**src/verilog/twowire_port_pkg.sv**
```systemverilog
/*
  Constants and types for the paged two-wire register port.
  Assumes a single core clock domain; the serial pins are asynchronous.
*/
package twowire_port_pkg;

  // register map below the paged window
  localparam logic [7:0]  MASK_REG_ADDR    = 8'h7E;
  localparam logic [7:0]  PAGE_REG_ADDR    = 8'h7F;
  localparam logic [15:0] MASK_RESET       = 16'h0000;
  localparam logic [15:0] PAGE_RESET       = 16'h0000;

  // page select values
  localparam logic [7:0]  CHAN_PAGE_LAST   = 8'h0B;
  localparam logic [7:0]  EYE_PAGE_FIRST   = 8'h20;
  localparam logic [7:0]  EYE_PAGE_LAST    = 8'h2B;
  localparam logic [7:0]  SYNTH0_PAGE      = 8'h30;
  localparam logic [7:0]  SYNTH1_PAGE      = 8'h31;
  localparam logic [7:0]  CORE_PAGE        = 8'h40;
  localparam logic [7:0]  CHAN_BCAST_PAGE  = 8'h50;
  localparam logic [7:0]  EYE_BCAST_PAGE   = 8'h60;
  localparam logic [7:0]  SYNTH_BCAST_PAGE = 8'h70;
  localparam logic [7:0]  TEST_PAGE        = 8'h80;

  // serial framing
  localparam logic [6:0]  BASE_SLAVE_ADDR  = 7'h10;
  localparam logic [3:0]  SLAVE_ADDR_SLOTS = 4'h8;
  localparam logic [3:0]  BYTE_BITS        = 4'h8;
  localparam logic [2:0]  LAST_DATA_IDX    = 3'h4;
  localparam logic        DIR_READ         = 1'b1;

  // tri-level strap codes from the pad detector
  localparam logic [1:0]  STRAP_LOW        = 2'h0;
  localparam logic [1:0]  STRAP_FLOAT      = 2'h1;
  localparam logic [1:0]  STRAP_HIGH       = 2'h2;

  localparam int          NUM_CHAN         = 12;
  localparam int          NUM_SYNTH        = 2;

  typedef enum logic [2:0] {
    st_idle,
    st_rx,
    st_rx_ack,
    st_tx,
    st_tx_ack
  } port_state_t;

endpackage

```
**src/verilog/paged_twowire_register_port.sv**
```systemverilog
/*
  Slave two-wire port giving access to the 16-bit configuration registers,
  the write bit mask, the page select and the paged register window.
  Assumes scl/sda, the mode strap and the address straps are asynchronous
  to clock; paged register storage lives outside and answers rd_data for
  the page/offset this block presents, within two clocks.

// Summary of operation
// - serial clock up to 100 kbps standard and 400 kbps fast rate
// - bytes travel msb first, one scl pulse per bit, change while low
// - receiver pulls sda low in ninth pulse to acknowledge; high is nack
// - first byte is seven-bit slave address plus direction, zero writes
// - acknowledge address only on own match, otherwise ignore transfer
// - second write byte is the eight-bit register address
// - registers are 16 bits; third byte high half, fourth low half
// - register updates only after the low byte is acknowledged
// - read data driven each falling scl, high byte then low byte
// - release sda after eighth falling edge; master clocks the ack
// - port works only while the mode strap is tied low
// - two tri-level straps pick address 0x10 to 0x17; both high reserved
// - mask register at 0x7E: ones let bits be written, zeros keep them
// - page select at 0x7F chooses what 0x80 to 0xFF reaches
// - 0x00 to 0x7F reachable on any page; 0x00 to 0x7D reserved
// - pages: channels, eye monitors, two synthesizers, digital core
// - pages 0x50, 0x60, 0x70 broadcast writes and cannot be read
// - power-on reset clears the control registers to zero
*/
`timescale 1ns/1ps

module paged_twowire_register_port
  import twowire_port_pkg::*;
(
  input  wire logic                 clock,           // 250 MHz core clock
  input  wire logic                 rst,             // async, active high
  input  wire logic                 scl_in,          // serial clock pin
  input  wire logic                 sda_in,          // serial data pin level
  output logic                      sda_out,         // data pin drive value
  output logic                      sda_oe_n,        // low drives sda
  input  wire logic                 mode_strap,      // low enables port
  input  wire logic [1:0]           addr_strap_high, // tri-level code
  input  wire logic [1:0]           addr_strap_low,  // tri-level code
  output logic [7:0]                rd_page,         // page being read
  output logic [6:0]                rd_offset,       // offset being read
  output logic                      rd_strobe,       // read data taken
  input  wire logic [15:0]          rd_data,         // paged read value
  output logic [NUM_CHAN-1:0]       wr_chan_en,      // channel write pulse
  output logic [NUM_CHAN-1:0]       wr_eye_en,       // eye-monitor pulse
  output logic [NUM_SYNTH-1:0]      wr_synth_en,     // synthesizer pulse
  output logic                      wr_core_en,      // core write pulse
  output logic [6:0]                wr_offset,       // offset in page
  output logic [15:0]               wr_data,         // value to store
  output logic [15:0]               wr_bit_en,       // per-bit write enable
  output logic [15:0]               mask_value,      // write bit mask
  output logic [15:0]               page_value       // page select
);

  localparam int WR_SEL_W = 2 * NUM_CHAN + NUM_SYNTH + 1;

  // write target decode: {core, synth, eye, chan}
  function automatic logic [WR_SEL_W-1:0] write_targets(
    input logic [15:0] page
  );
    logic [NUM_CHAN-1:0]  chan;
    logic [NUM_CHAN-1:0]  eye;
    logic [NUM_SYNTH-1:0] synth;
    logic                 core;
    logic [7:0]           p;
    chan  = '0;
    eye   = '0;
    synth = '0;
    core  = 1'b0;
    p     = page[7:0];
    if (page[15:8] == 8'h00) begin
      if (p <= CHAN_PAGE_LAST)
        chan = NUM_CHAN'(1) << p[3:0];
      else if (p >= EYE_PAGE_FIRST && p <= EYE_PAGE_LAST)
        eye = NUM_CHAN'(1) << p[3:0];
      else if (p == SYNTH0_PAGE || p == SYNTH1_PAGE)
        synth = NUM_SYNTH'(1) << p[0];
      else if (p == CORE_PAGE)
        core = 1'b1;
      else if (p == CHAN_BCAST_PAGE)
        chan = '1;
      else if (p == EYE_BCAST_PAGE)
        eye = '1;
      else if (p == SYNTH_BCAST_PAGE)
        synth = '1;
    end
    // any other page, the test page among them, reaches nothing
    write_targets = {core, synth, eye, chan};
  endfunction

  // broadcast and reserved pages are not readable
  function automatic logic page_readable(input logic [15:0] page);
    logic [7:0] p;
    p = page[7:0];
    page_readable = (page[15:8] == 8'h00) &&
                    ((p <= CHAN_PAGE_LAST) ||
                     (p >= EYE_PAGE_FIRST && p <= EYE_PAGE_LAST) ||
                     (p == SYNTH0_PAGE) || (p == SYNTH1_PAGE) ||
                     (p == CORE_PAGE));
  endfunction

  // slot index of a tri-level strap pair; codes beyond high are invalid
  function automatic logic [3:0] strap_slot(
    input logic [1:0] hi,
    input logic [1:0] lo
  );
    strap_slot = 4'(({2'b00, hi} * 4'h3) + {2'b00, lo});
  endfunction

  // synchroniser stages; the first of each pair feeds only the second
  logic        scl_meta_reg;
  logic        scl_sync_reg;
  logic        scl_prev_reg;
  logic        sda_meta_reg;
  logic        sda_sync_reg;
  logic        sda_prev_reg;
  logic        mode_meta_reg;
  logic        mode_sync_reg;
  logic [3:0]  strap_meta_reg;
  logic [3:0]  strap_sync_reg;

  // protocol state
  port_state_t state_reg;
  port_state_t state_next;
  logic [3:0]  bit_cnt_reg;
  logic [3:0]  bit_cnt_next;
  logic [2:0]  byte_idx_reg;
  logic [2:0]  byte_idx_next;
  logic        rd_mode_reg;
  logic        rd_mode_next;
  logic [7:0]  shift_reg;
  logic [7:0]  shift_next;
  logic [7:0]  tx_shift_reg;
  logic [7:0]  tx_shift_next;
  logic [7:0]  tx_low_reg;
  logic [7:0]  tx_low_next;
  logic        tx_half_reg;
  logic        tx_half_next;
  logic        master_ack_reg;
  logic        master_ack_next;
  logic [7:0]  reg_addr_reg;
  logic [7:0]  reg_addr_next;
  logic [7:0]  data_hi_reg;
  logic [7:0]  data_hi_next;
  logic [7:0]  data_lo_reg;
  logic [7:0]  data_lo_next;
  logic        sda_oe_n_reg;
  logic        sda_oe_n_next;
  logic        commit_reg;
  logic        commit_next;

  // register file and outward write port
  logic [15:0]         mask_reg;
  logic [15:0]         mask_next;
  logic [15:0]         page_reg;
  logic [15:0]         page_next;
  logic [WR_SEL_W-1:0] wr_sel_reg;
  logic [WR_SEL_W-1:0] wr_sel_next;
  logic [6:0]          wr_offset_reg;
  logic [15:0]         wr_data_reg;
  logic [15:0]         wr_bit_en_reg;
  logic [7:0]          rd_page_reg;
  logic [6:0]          rd_offset_reg;
  logic                rd_strobe_reg;
  logic                rd_strobe_next;

  // two-flop synchronisers, plus one history stage for edge finding
  always_ff @(posedge clock or posedge rst) begin
    if (rst) begin
      scl_meta_reg   <= 1'b1;
      scl_sync_reg   <= 1'b1;
      scl_prev_reg   <= 1'b1;
      sda_meta_reg   <= 1'b1;
      sda_sync_reg   <= 1'b1;
      sda_prev_reg   <= 1'b1;
      mode_meta_reg  <= 1'b1;
      mode_sync_reg  <= 1'b1;
      strap_meta_reg <= 4'h0;
      strap_sync_reg <= 4'h0;
    end else begin
      scl_meta_reg   <= scl_in;
      scl_sync_reg   <= scl_meta_reg;
      scl_prev_reg   <= scl_sync_reg;
      sda_meta_reg   <= sda_in;
      sda_sync_reg   <= sda_meta_reg;
      sda_prev_reg   <= sda_sync_reg;
      mode_meta_reg  <= mode_strap;
      mode_sync_reg  <= mode_meta_reg;
      strap_meta_reg <= {addr_strap_high, addr_strap_low};
      strap_sync_reg <= strap_meta_reg;
    end
  end

  // bus events; a start or stop needs scl high on two samples in a row
  wire scl_rise   = scl_sync_reg & ~scl_prev_reg;
  wire scl_fall   = ~scl_sync_reg & scl_prev_reg;
  wire start_cond = scl_sync_reg & scl_prev_reg &
                    sda_prev_reg & ~sda_sync_reg;
  wire stop_cond  = scl_sync_reg & scl_prev_reg &
                    ~sda_prev_reg & sda_sync_reg;
  wire port_en    = ~mode_sync_reg;

  // own address from the straps; the both-high slot answers nothing
  wire [3:0] slot      = strap_slot(strap_sync_reg[3:2],
                                    strap_sync_reg[1:0]);
  wire       own_valid = (strap_sync_reg[3:2] <= STRAP_HIGH) &&
                         (strap_sync_reg[1:0] <= STRAP_HIGH) &&
                         (slot < SLAVE_ADDR_SLOTS);
  wire [6:0] own_addr  = BASE_SLAVE_ADDR + {4'h0, slot[2:0]};
  wire       addr_hit  = own_valid &&
                         (shift_reg[7:1] == own_addr);

  // read value; reserved registers and unreadable pages give zero
  wire [15:0] read_word =
    (reg_addr_reg == MASK_REG_ADDR) ? mask_reg :
    (reg_addr_reg == PAGE_REG_ADDR) ? page_reg :
    (reg_addr_reg[7] && page_readable(page_reg)) ? rd_data :
    16'h0000;

  wire [15:0] write_word = {data_hi_reg, data_lo_reg};

  // protocol sequencing
  always_comb begin
    state_next      = state_reg;
    bit_cnt_next    = bit_cnt_reg;
    byte_idx_next   = byte_idx_reg;
    rd_mode_next    = rd_mode_reg;
    shift_next      = shift_reg;
    tx_shift_next   = tx_shift_reg;
    tx_low_next     = tx_low_reg;
    tx_half_next    = tx_half_reg;
    master_ack_next = master_ack_reg;
    reg_addr_next   = reg_addr_reg;
    data_hi_next    = data_hi_reg;
    data_lo_next    = data_lo_reg;
    sda_oe_n_next   = sda_oe_n_reg;
    commit_next     = 1'b0;
    rd_strobe_next  = 1'b0;
    if (!port_en) begin
      state_next    = st_idle;
      sda_oe_n_next = 1'b1;
    end else if (start_cond) begin
      // a start anywhere restarts framing; nothing is written
      state_next    = st_rx;
      bit_cnt_next  = 4'h0;
      byte_idx_next = 3'h0;
      sda_oe_n_next = 1'b1;
    end else if (stop_cond) begin
      state_next    = st_idle;
      sda_oe_n_next = 1'b1;
    end else begin
      case (state_reg)
        st_idle: begin
          sda_oe_n_next = 1'b1;
        end
        st_rx: begin
          if (scl_rise) begin
            shift_next   = {shift_reg[6:0], sda_sync_reg};
            bit_cnt_next = bit_cnt_reg + 4'h1;
          end else if (scl_fall && bit_cnt_reg == BYTE_BITS) begin
            bit_cnt_next  = 4'h0;
            byte_idx_next = byte_idx_reg + 3'h1;
            state_next    = st_rx_ack;
            sda_oe_n_next = 1'b0;
            case (byte_idx_reg)
              3'h0: begin
                if (addr_hit) begin
                  rd_mode_next = (shift_reg[0] == DIR_READ);
                end else begin
                  state_next    = st_idle;
                  sda_oe_n_next = 1'b1;
                end
              end
              3'h1: reg_addr_next = shift_reg;
              3'h2: data_hi_next  = shift_reg;
              3'h3: data_lo_next  = shift_reg;
              default: begin
                // bytes past the low half are not acknowledged
                state_next    = st_idle;
                sda_oe_n_next = 1'b1;
              end
            endcase
          end
        end
        st_rx_ack: begin
          if (scl_fall) begin
            if (rd_mode_reg) begin
              // first falling edge after the ack carries the msb
              tx_shift_next  = {read_word[14:8], 1'b0};
              tx_low_next    = read_word[7:0];
              sda_oe_n_next  = read_word[15];
              tx_half_next   = 1'b0;
              bit_cnt_next   = 4'h1;
              rd_strobe_next = 1'b1;
              state_next     = st_tx;
            end else begin
              sda_oe_n_next = 1'b1;
              state_next    = st_rx;
              commit_next   = (byte_idx_reg == LAST_DATA_IDX);
            end
          end
        end
        st_tx: begin
          if (scl_fall) begin
            if (bit_cnt_reg == BYTE_BITS) begin
              sda_oe_n_next = 1'b1;
              state_next    = st_tx_ack;
            end else begin
              sda_oe_n_next = tx_shift_reg[7];
              tx_shift_next = {tx_shift_reg[6:0], 1'b0};
              bit_cnt_next  = bit_cnt_reg + 4'h1;
            end
          end
        end
        st_tx_ack: begin
          if (scl_rise) begin
            master_ack_next = ~sda_sync_reg;
          end else if (scl_fall) begin
            if (master_ack_reg && !tx_half_reg) begin
              tx_shift_next = {tx_low_reg[6:0], 1'b0};
              sda_oe_n_next = tx_low_reg[7];
              tx_half_next  = 1'b1;
              bit_cnt_next  = 4'h1;
              state_next    = st_tx;
            end else begin
              // nack or end of word: wait quietly for the stop
              sda_oe_n_next = 1'b1;
              state_next    = st_idle;
            end
          end
        end
        default: begin
          state_next    = st_idle;
          sda_oe_n_next = 1'b1;
        end
      endcase
    end
  end

  // the mask guards paged writes only, so a zero mask cannot lock it out
  wire is_mask_wr  = commit_reg && (reg_addr_reg == MASK_REG_ADDR);
  wire is_page_wr  = commit_reg && (reg_addr_reg == PAGE_REG_ADDR);
  wire is_paged_wr = commit_reg && reg_addr_reg[7];

  // register file updates; writes below 0x7E fall away
  assign mask_next   = is_mask_wr ? write_word : mask_reg;
  assign page_next   = is_page_wr ? write_word : page_reg;
  assign wr_sel_next = is_paged_wr ? write_targets(page_reg)
                                   : '0;

  // protocol registers
  always_ff @(posedge clock or posedge rst) begin
    if (rst) begin
      state_reg      <= st_idle;
      bit_cnt_reg    <= 4'h0;
      byte_idx_reg   <= 3'h0;
      rd_mode_reg    <= 1'b0;
      shift_reg      <= 8'h00;
      tx_shift_reg   <= 8'h00;
      tx_low_reg     <= 8'h00;
      tx_half_reg    <= 1'b0;
      master_ack_reg <= 1'b0;
      reg_addr_reg   <= 8'h00;
      data_hi_reg    <= 8'h00;
      data_lo_reg    <= 8'h00;
      sda_oe_n_reg   <= 1'b1;
      commit_reg     <= 1'b0;
      rd_strobe_reg  <= 1'b0;
    end else begin
      state_reg      <= state_next;
      bit_cnt_reg    <= bit_cnt_next;
      byte_idx_reg   <= byte_idx_next;
      rd_mode_reg    <= rd_mode_next;
      shift_reg      <= shift_next;
      tx_shift_reg   <= tx_shift_next;
      tx_low_reg     <= tx_low_next;
      tx_half_reg    <= tx_half_next;
      master_ack_reg <= master_ack_next;
      reg_addr_reg   <= reg_addr_next;
      data_hi_reg    <= data_hi_next;
      data_lo_reg    <= data_lo_next;
      sda_oe_n_reg   <= sda_oe_n_next;
      commit_reg     <= commit_next;
      rd_strobe_reg  <= rd_strobe_next;
    end
  end

  // register file and outward write port
  always_ff @(posedge clock or posedge rst) begin
    if (rst) begin
      mask_reg      <= MASK_RESET;
      page_reg      <= PAGE_RESET;
      wr_sel_reg    <= '0;
      wr_offset_reg <= 7'h00;
      wr_data_reg   <= 16'h0000;
      wr_bit_en_reg <= 16'h0000;
      rd_page_reg   <= 8'h00;
      rd_offset_reg <= 7'h00;
    end else begin
      mask_reg      <= mask_next;
      page_reg      <= page_next;
      wr_sel_reg    <= wr_sel_next;
      wr_offset_reg <= is_paged_wr ? reg_addr_reg[6:0] : wr_offset_reg;
      wr_data_reg   <= is_paged_wr ? write_word : wr_data_reg;
      wr_bit_en_reg <= is_paged_wr ? mask_reg : wr_bit_en_reg;
      rd_page_reg   <= page_reg[7:0];
      rd_offset_reg <= reg_addr_reg[6:0];
    end
  end

  // outputs straight from flip-flops, sda_out tied low; the pin only ever pulls low
  assign sda_out     = 1'b0;
  assign sda_oe_n    = sda_oe_n_reg;
  assign rd_page     = rd_page_reg;
  assign rd_offset   = rd_offset_reg;
  assign rd_strobe   = rd_strobe_reg;
  assign wr_chan_en  = wr_sel_reg[NUM_CHAN-1:0];
  assign wr_eye_en   = wr_sel_reg[2*NUM_CHAN-1:NUM_CHAN];
  assign wr_synth_en = wr_sel_reg[2*NUM_CHAN+NUM_SYNTH-1:2*NUM_CHAN];
  assign wr_core_en  = wr_sel_reg[WR_SEL_W-1];
  assign wr_offset   = wr_offset_reg;
  assign wr_data     = wr_data_reg;
  assign wr_bit_en   = wr_bit_en_reg;
  assign mask_value  = mask_reg;
  assign page_value  = page_reg;

endmodule // paged_twowire_register_port

```
**config.mk**
```make
export PLATFORM = sky130hd
export DESIGN_NAME = paged_twowire_register_port
export DESIGN_NICKNAME = d
export VERILOG_FILES = /design/src/verilog/twowire_port_pkg.sv /design/src/verilog/paged_twowire_register_port.sv
export SDC_FILE = /design/constraint.sdc
export NUM_CORES = 1
export LEC_CHECK = 0
export ABC_CLOCK_PERIOD_IN_PS = 7650
export BUFFER_PORTS_ARGS = -buffer_cell sky130_fd_sc_hd__clkbuf_2
export CAP_MARGIN = 20
export CORE_ASPECT_RATIO = 0.6
export CORE_UTILIZATION = 56
export DETAILED_ROUTE_END_ITERATION = 7
export GPL_ROUTABILITY_DRIVEN = 0
export PLACE_DENSITY = 0.88
export SYNTH_ARGS = -nofsm -noshare
export SYNTH_HDL_FRONTEND = slang
export SYNTH_SLANG_ARGS = --single-unit
export TNS_END_PERCENT = 30
```
**constraint.sdc**
```tcl
create_clock -name clock -period 7.65 [get_ports clock]
set_clock_uncertainty 0.15 [all_clocks]
set_input_delay 0 -clock clock [delete_from_list [all_inputs] [get_ports clock]]
set_output_delay 0 -clock clock [all_outputs]
set_load 0.005 [all_outputs]
```
==> results of run 1 <==
## synth_stat cells (3+ instances only)
| cell type | n | area share (%) |
|---|---|---|
| mux2_2 | 102 | 14 |
| nor3b_1 | 5 | 0.46 |
| a31oi_1 | 4 | 0.31 |
| a22oi_1 | 6 | 0.56 |
| o21ai_0 | 52 | 3.2 |
| xor2_1 | 3 | 0.33 |
| a21boi_0 | 15 | 1.4 |
| a21oi_1 | 32 | 2.0 |
| nor2b_1 | 9 | 0.70 |
| nand2_1 | 43 | 2.0 |
| dfrtp_1 | 183 | 57 |
| buf_1 | 4 | 0.19 |
| buf_2 | 6 | 0.37 |
| xnor2_1 | 3 | 0.33 |
| a32o_1 | 3 | 0.37 |
| nor3_1 | 7 | 0.43 |
| inv_1 | 15 | 0.70 |
| nor2_1 | 20 | 0.93 |
| nand3_1 | 9 | 0.56 |
| o221ai_1 | 6 | 0.65 |
| ha_1 | 10 | 1.5 |
| dfstp_2 | 9 | 2.9 |
| nor4_1 | 3 | 0.23 |
| and3b_1 | 3 | 0.33 |
| a211oi_1 | 3 | 0.28 |
| and3_1 | 6 | 0.46 |
| clkbuf_1 | 18 | 0.84 |
| nand2b_1 | 4 | 0.31 |
## where the power goes
group / leakage [nW] / internal, mW / switching [mW] / total [mW]
combinational: 2.09 / 0.0279 / 0.0399 / 0.0677
sequential: 2.56 / 1.03 / 0.0119 / 1.04
clock: 0.285 / 0.470 / 0.412 / 0.882
total: 4.93 / 1.52 / 0.464 / 1.99
## cell families after synthesis
kind of cell             Yosys count  share of synthesized area, %
flip-flops                       192                          59.6
AO/OA/AOI/OAI                    144                          11.4
AND/OR/NAND/NOR                  133                          9.30
multiplexers                     102                          14.2
buffers and inverters             49                          2.80
adder cells (fa/ha/maj)           12                          2.04
XOR/XNOR                           6                         0.650
other                              1                        0.0464
## worst reg2reg max path, cell delays in order (launching register included)
cell and delay (ns):
dfrtp_1 0.41, fa_1 0.49, ha_1 0.20, inv_1 0.06, fa_1 0.15, or4b_2 0.61
a21oi_1 0.27, a21oi_1 0.15, nor4bb_1 0.35, a41oi_2 0.16
## routing by layer
layer / track usage, % / vias up / share of wire, %
met5: 0 / - / 0
met4: 11.1 / 0 / 2.3
met3: 6.55 / 46 / 9.1
met2: 45.5 / 350 / 46
met1: 40.6 / 3039 / 43
li1: - / 2618 / -
## layout make-up
type	instances	area [um2]
Sequential cell	192	4820
Fill cell	938	4120
Multi-Input combinational cell	398	3040
Timing Repair Buffer	171	1010
Clock buffer	18	439
Tap cell	192	240
Clock inverter	14	144
Inverter	15	61.3
## worst paths after layout
path                                    from           endpoint  slack, ns  depth (start not counted)
min reg2reg                strap_meta_reg[2]  strap_sync_reg[2]       0.20                          0
max                        strap_sync_reg[1]           sda_oe_n       4.55                          9
min in group asynchronous                rst         wr_data[9]       0.40                          4
min                               mode_strap      mode_meta_reg       0.05                          2
max in group asynchronous                rst      page_value[2]       5.80                          5
max reg2reg                strap_sync_reg[1]           sda_oe_n       4.55                          9
## cells in the final DEF (no fill, tap or decap), types with 5 or more instances in the layout
cell and n:
a21boi_0 15, a21oi_1 32, a22oi_1 6, and3_1 6
clkbuf_16 17, clkbuf_2 139, dfrtp_1 183, dfstp_2 9
dlygate4sd3_1 25, ha_1 10, inv_1 14, mux2_2 102
nand2_1 42, nand3_1 9, nor2_1 20, nor2b_1 9
nor3_1 7, nor3b_1 5, o21ai_0 52, o221ai_1 6
## through the flow
step | setup WS [ns] | hold slack, ns | instance area [um2] | util, % | total power [mW]
2_1_floorplan | 2.29 | -0.146 | 8080 | - | 1.09
3_3_place_gp | 4.69 | -0.0632 | 8870 | 64.0 | 1.11
3_5_place_dp | 4.57 | -0.0611 | 8880 | 64.0 | 1.11
4_1_cts | 4.53 | 0.0407 | 9700 | 69.9 | 1.99
5_1_grt | 4.44 | 0.0465 | 9760 | 70.3 | 2.05
6_report | 4.55 | 0.0479 | 9760 | 70.3 | 1.99
==> metrics.txt, run 1 <==
status=finished, final reports clean; num ports=141; first-pass GRT wire length=32300 um; detailed-route DRC error count=0; die area=14900 um2; area delta synth->final=20.7%; pwr dens=204 nW/um2; Die Ht=95.1 um; initial antenna violation count=0; Placed Cells=939; Top delay family on crit path=simple AND/OR/NAND/NOR gates; max FFs per register=27; Starting Density=between 50% and 60%; Max Slew Vio Count=0; setup tns final=0 ns; CTS H-tree lvls=4; Mapped Cells=639; vias in the first global route=5883; Slew HR=30.0%; final cell count without fillers=1000; average wire per standard cell=20.8 um; Fin. Hold Viols=0; startpoint types=flip-flop; WP buf/inv=1; flops & latches, synth=roughly 190; Yosys Warn Count=0; Post-Syn Area per Cell=12.7 um2; CP max stage delay=0.61 ns; global route overflow=0; Distinct cells, synth=69; actual slew at the worst max-slew pin=between 1 and 1.5 ns; Clk Latency, worst-skew pair=about 0.43 ns; Worst EP required=7.83 ns; Post-CTS Hold Fix Bufs=24; unrepaired setup endpoints after global routing=false; CTS root buffer=clkbuf_16; crit path cell chain=fa_1, ha_1, inv_1, fa_1, or4b_2, a21oi_1, a21oi_1, nor4bb_1, a41oi_2; Worst Setup End Kind=flip-flop; Num CTS Buffers=17; diode count=0; ANT nets after route=0; Main synth FF type=dfrtp_1; Global Route Usage Sum=between 20% and 30%; Worst Setup Path Type=reg -> reg; Num Clock Sinks=192; largest net degree at the start of global routing=114; Post-synth ARST share=between 90% and 100%; CTS Buffer Depth=2; core area=13900 um2; CP max stage cell=or4b_2; Port Buffers=between 100 and 150; routed vias/inst=6.05; DR vias=about 6100; syn_nets=between 600 and 700; post-CTS setup buffer count=0; Syn Std Cell Area=8080 um2; Layout Nets=~830; crit path max fanout=3; Static Leak=4.93 nW; Fmax=323 MHz; number of flops mapped to enable cells by yosys=0; Detailed Routing Iterations Pass 1=6; dpl hpwl=14000 um; CTS tree=done; die width=157 um; Worst-path clk slew=0.07 ns; share of cells above drive strength 1=around 37%; Crit path arrival time=3.28 ns; final period utilization=40.5%; DRT iter0 DRCs=618; min Tclk post-route=3.10 ns; maxcap violations=0; Hold Crit Class=in -> reg; peak supply drop=between 150 and 200 uV; sequential area share after synthesis=59.6%; row cnt=33; Setup Viol. Count Final=0; Routed Wire Length=20800 um; post-CTS sizing=0
Power figures use the tool's default switching activity.
==> inputs of run 2 (changes only) <==
- ABC_CLOCK_PERIOD_IN_PS: 7650 -> 3000
- clock period: 7.65 -> 3 ns (I/O delays scaled with it)
==> run 2 against run 1 <==
The run now ends with negative setup slack left. Design area up 0.49%. Wire length fell by 0.91%. Critical path depth is 1 higher. Critical path type unchanged. Critical endpoint unchanged.
==> metrics.txt, run 2 (synthesized netlist as in run 1, its figures left out) <==
Worst Hold Depth=2 (unchanged); DP Worst Slack=0.0572 ns (-4.51 ns); Final Core Density=70.7% (+0.34 points); Max Slew Vio Count=0 (unchanged); Worst Setup End Kind=flip-flop; Layout Nets=839 (+0.84%); global route overflow=0 (unchanged); diode count=0 (unchanged); final period utilization=102% (+61 points); Fin. Hold Viols=0 (unchanged); Routed Wire Length=20600 um (-0.91%); Static Leak=4.95 nW (+0.27%); worst r2r path cells=10 (+1); Reg-to-Reg Start=strap_sync_reg[3]; most frequent cells in the layout=dfrtp_1, clkbuf_2, mux2_2, o21ai_0, nand2_1; unrepaired setup endpoints after global routing=true; startpoint types=flip-flop; first-pass GRT wire length=31600 um (-2.2%); CTS Buffer Depth=2 (unchanged); CTS tree=done; Port Buffers=139 (unchanged); pwr dens=508 nW/um2 (+150%); DRT iter0 DRCs=671 (+8.6%); Worst Setup Path Type=reg -> reg; core area=13900 um2 (unchanged); max FFs per register=27 (unchanged); Setup Viol. Count Final=1 (+1); Global Route Usage Sum=28.6% (-0.58 points); min Tclk post-route=3.06 ns (-0.0405 ns); crit path max fanout=3 (unchanged); routed vias/inst=6.09 (+0.60%); Worst EP required=3.20 ns (-4.63 ns); vias in the first global route=5759 (-2.1%); DR vias=6126 (+1.2%); CTS H-tree lvls=4 (unchanged); die width=157 um (unchanged); average wire per standard cell=20.4 um (-1.5%); worst r2r dst=sda_oe_n; die area=14900 um2 (unchanged); Num Clock Sinks=192 (unchanged); Final Power=4.98 mW (+150%); largest net degree at the start of global routing=133 (+17%); Worst-path clk slew=0.07 ns (about the same); share of cells above drive strength 1=38.6% (+1.2 points); initial antenna violation count=0 (unchanged); reg2reg setup slack=-0.06 ns (-4.61 ns); Starting Density=58.3% (unchanged); Worst Hold Endpoint=mode_meta_reg; dpl hpwl=13800 um (-0.84%); row cnt=33 (unchanged); CTS root buffer=clkbuf_16; area delta synth->final=21.3%; num ports=141 (unchanged); Hold Crit Class=in -> reg; post-route setup slack=-0.0585 ns (-4.61 ns); ANT nets after route=0 (unchanged); Hold Startpoint=mode_strap; Clk Latency, worst-skew pair=0.44 ns (about the same); failing checks=negative setup slack; Slew HR=23.3% (-6.7 points); peak supply drop=318 uV (+110%); detailed-route DRC error count=0 (unchanged); actual slew at the worst max-slew pin=1.15 ns (+0.0992 ns); Min Hold Slack=0.0425 ns (-0.00541 ns); Num CTS Buffers=17 (unchanged); most common cell after layout, fill and taps aside=dfrtp_1; Die Ht=95.1 um (unchanged); Crit path arrival time=3.26 ns (-0.02 ns); Detailed Routing Iterations Pass 1=7 (+1); status=finished with violations; maxcap violations=0 (unchanged); Fmax=327 MHz (+1.3%)
## run 2: cell types whose count changed in the layout (fill, tap and decap cells not counted), sizes merged
cell,previous run,this run
buf,7,15
bufinv,1,0
clkinv,4,5
clkinvlp,2,3
dlygate4sd3,25,24
inv,22,20
## run 2: layout make-up
type	count	area, um2
Tap cell	192	240
Fill cell	932	4070
Timing Repair Buffer	178	1060
Sequential cell	192	4820
Clock inverter	13	126
Multi-Input combinational cell	398	3070
Clock buffer	18	429
Inverter	15	60.1
## run 2: how the worst max path moves through the flow
stage	from	endpoint	slack [ns]	cells past startpoint
CTS	strap_sync_reg[2]	sda_oe_n	0.003	10
finish	strap_sync_reg[3]	sda_oe_n	-0.06	10
global placement	strap_sync_reg[1]	sda_oe_n	0.12	10
detailed placement	strap_sync_reg[2]	sda_oe_n	0.06	10
floorplan	strap_sync_reg[1]	sda_oe_n	0.20	9
global route	strap_sync_reg[2]	sda_oe_n	-0.12	10
## run 2: layer usage
layer | GRT usage [%] | vias up | wire length (um)
met5 | 0 | - | 0
met4 | 7.12 | 0 | 454
met3 | 8.45 | 62 | 2050
met2 | 44.9 | 414 | 9460
met1 | 39.6 | 3030 | 8600
li1 | - | 2620 | -
## run 2: what timing repair did
action | in CTS | in global routing
buffers inserted | 0 | 1
resized for setup | 1 | 7
endpoints found under the hold margin | 206 | 0
endpoints found under the setup margin | 1 | 2
hold buffers | 24 | 0
pin swaps | 0 | 8
gates cloned | 0 | 0
## run 2: through the flow
stage | cells | setup TNS, ns | instance area [um2]
global placement | 949 | 0 | 8970
CTS | 1005 | 0 | 9770
detailed placement | 950 | 0 | 8970
floorplan | 639 | 0 | 8090
finish | 1006 | -0.0585 | 9800
global route | 1006 | -0.176 | 9800
## run 2: critical path, cell delays in order, from the launching register on
cell and delay, ns:
dfrtp_1 0.43, fa_1 0.59, ha_2 0.18, inv_2 0.04, fa_1 0.46, xnor2_1 0.14, nor4_1 0.24, buf_4 0.17
a21oi_2 0.06, nor4bb_2 0.36, a41oi_2 0.16
## run 2: power breakdown
group | switching, mW | internal (mW) | total (mW)
logic | 0.104 | 0.0738 | 0.178
registers | 0.0312 | 2.62 | 2.65
clock network | 1.06 | 1.09 | 2.16
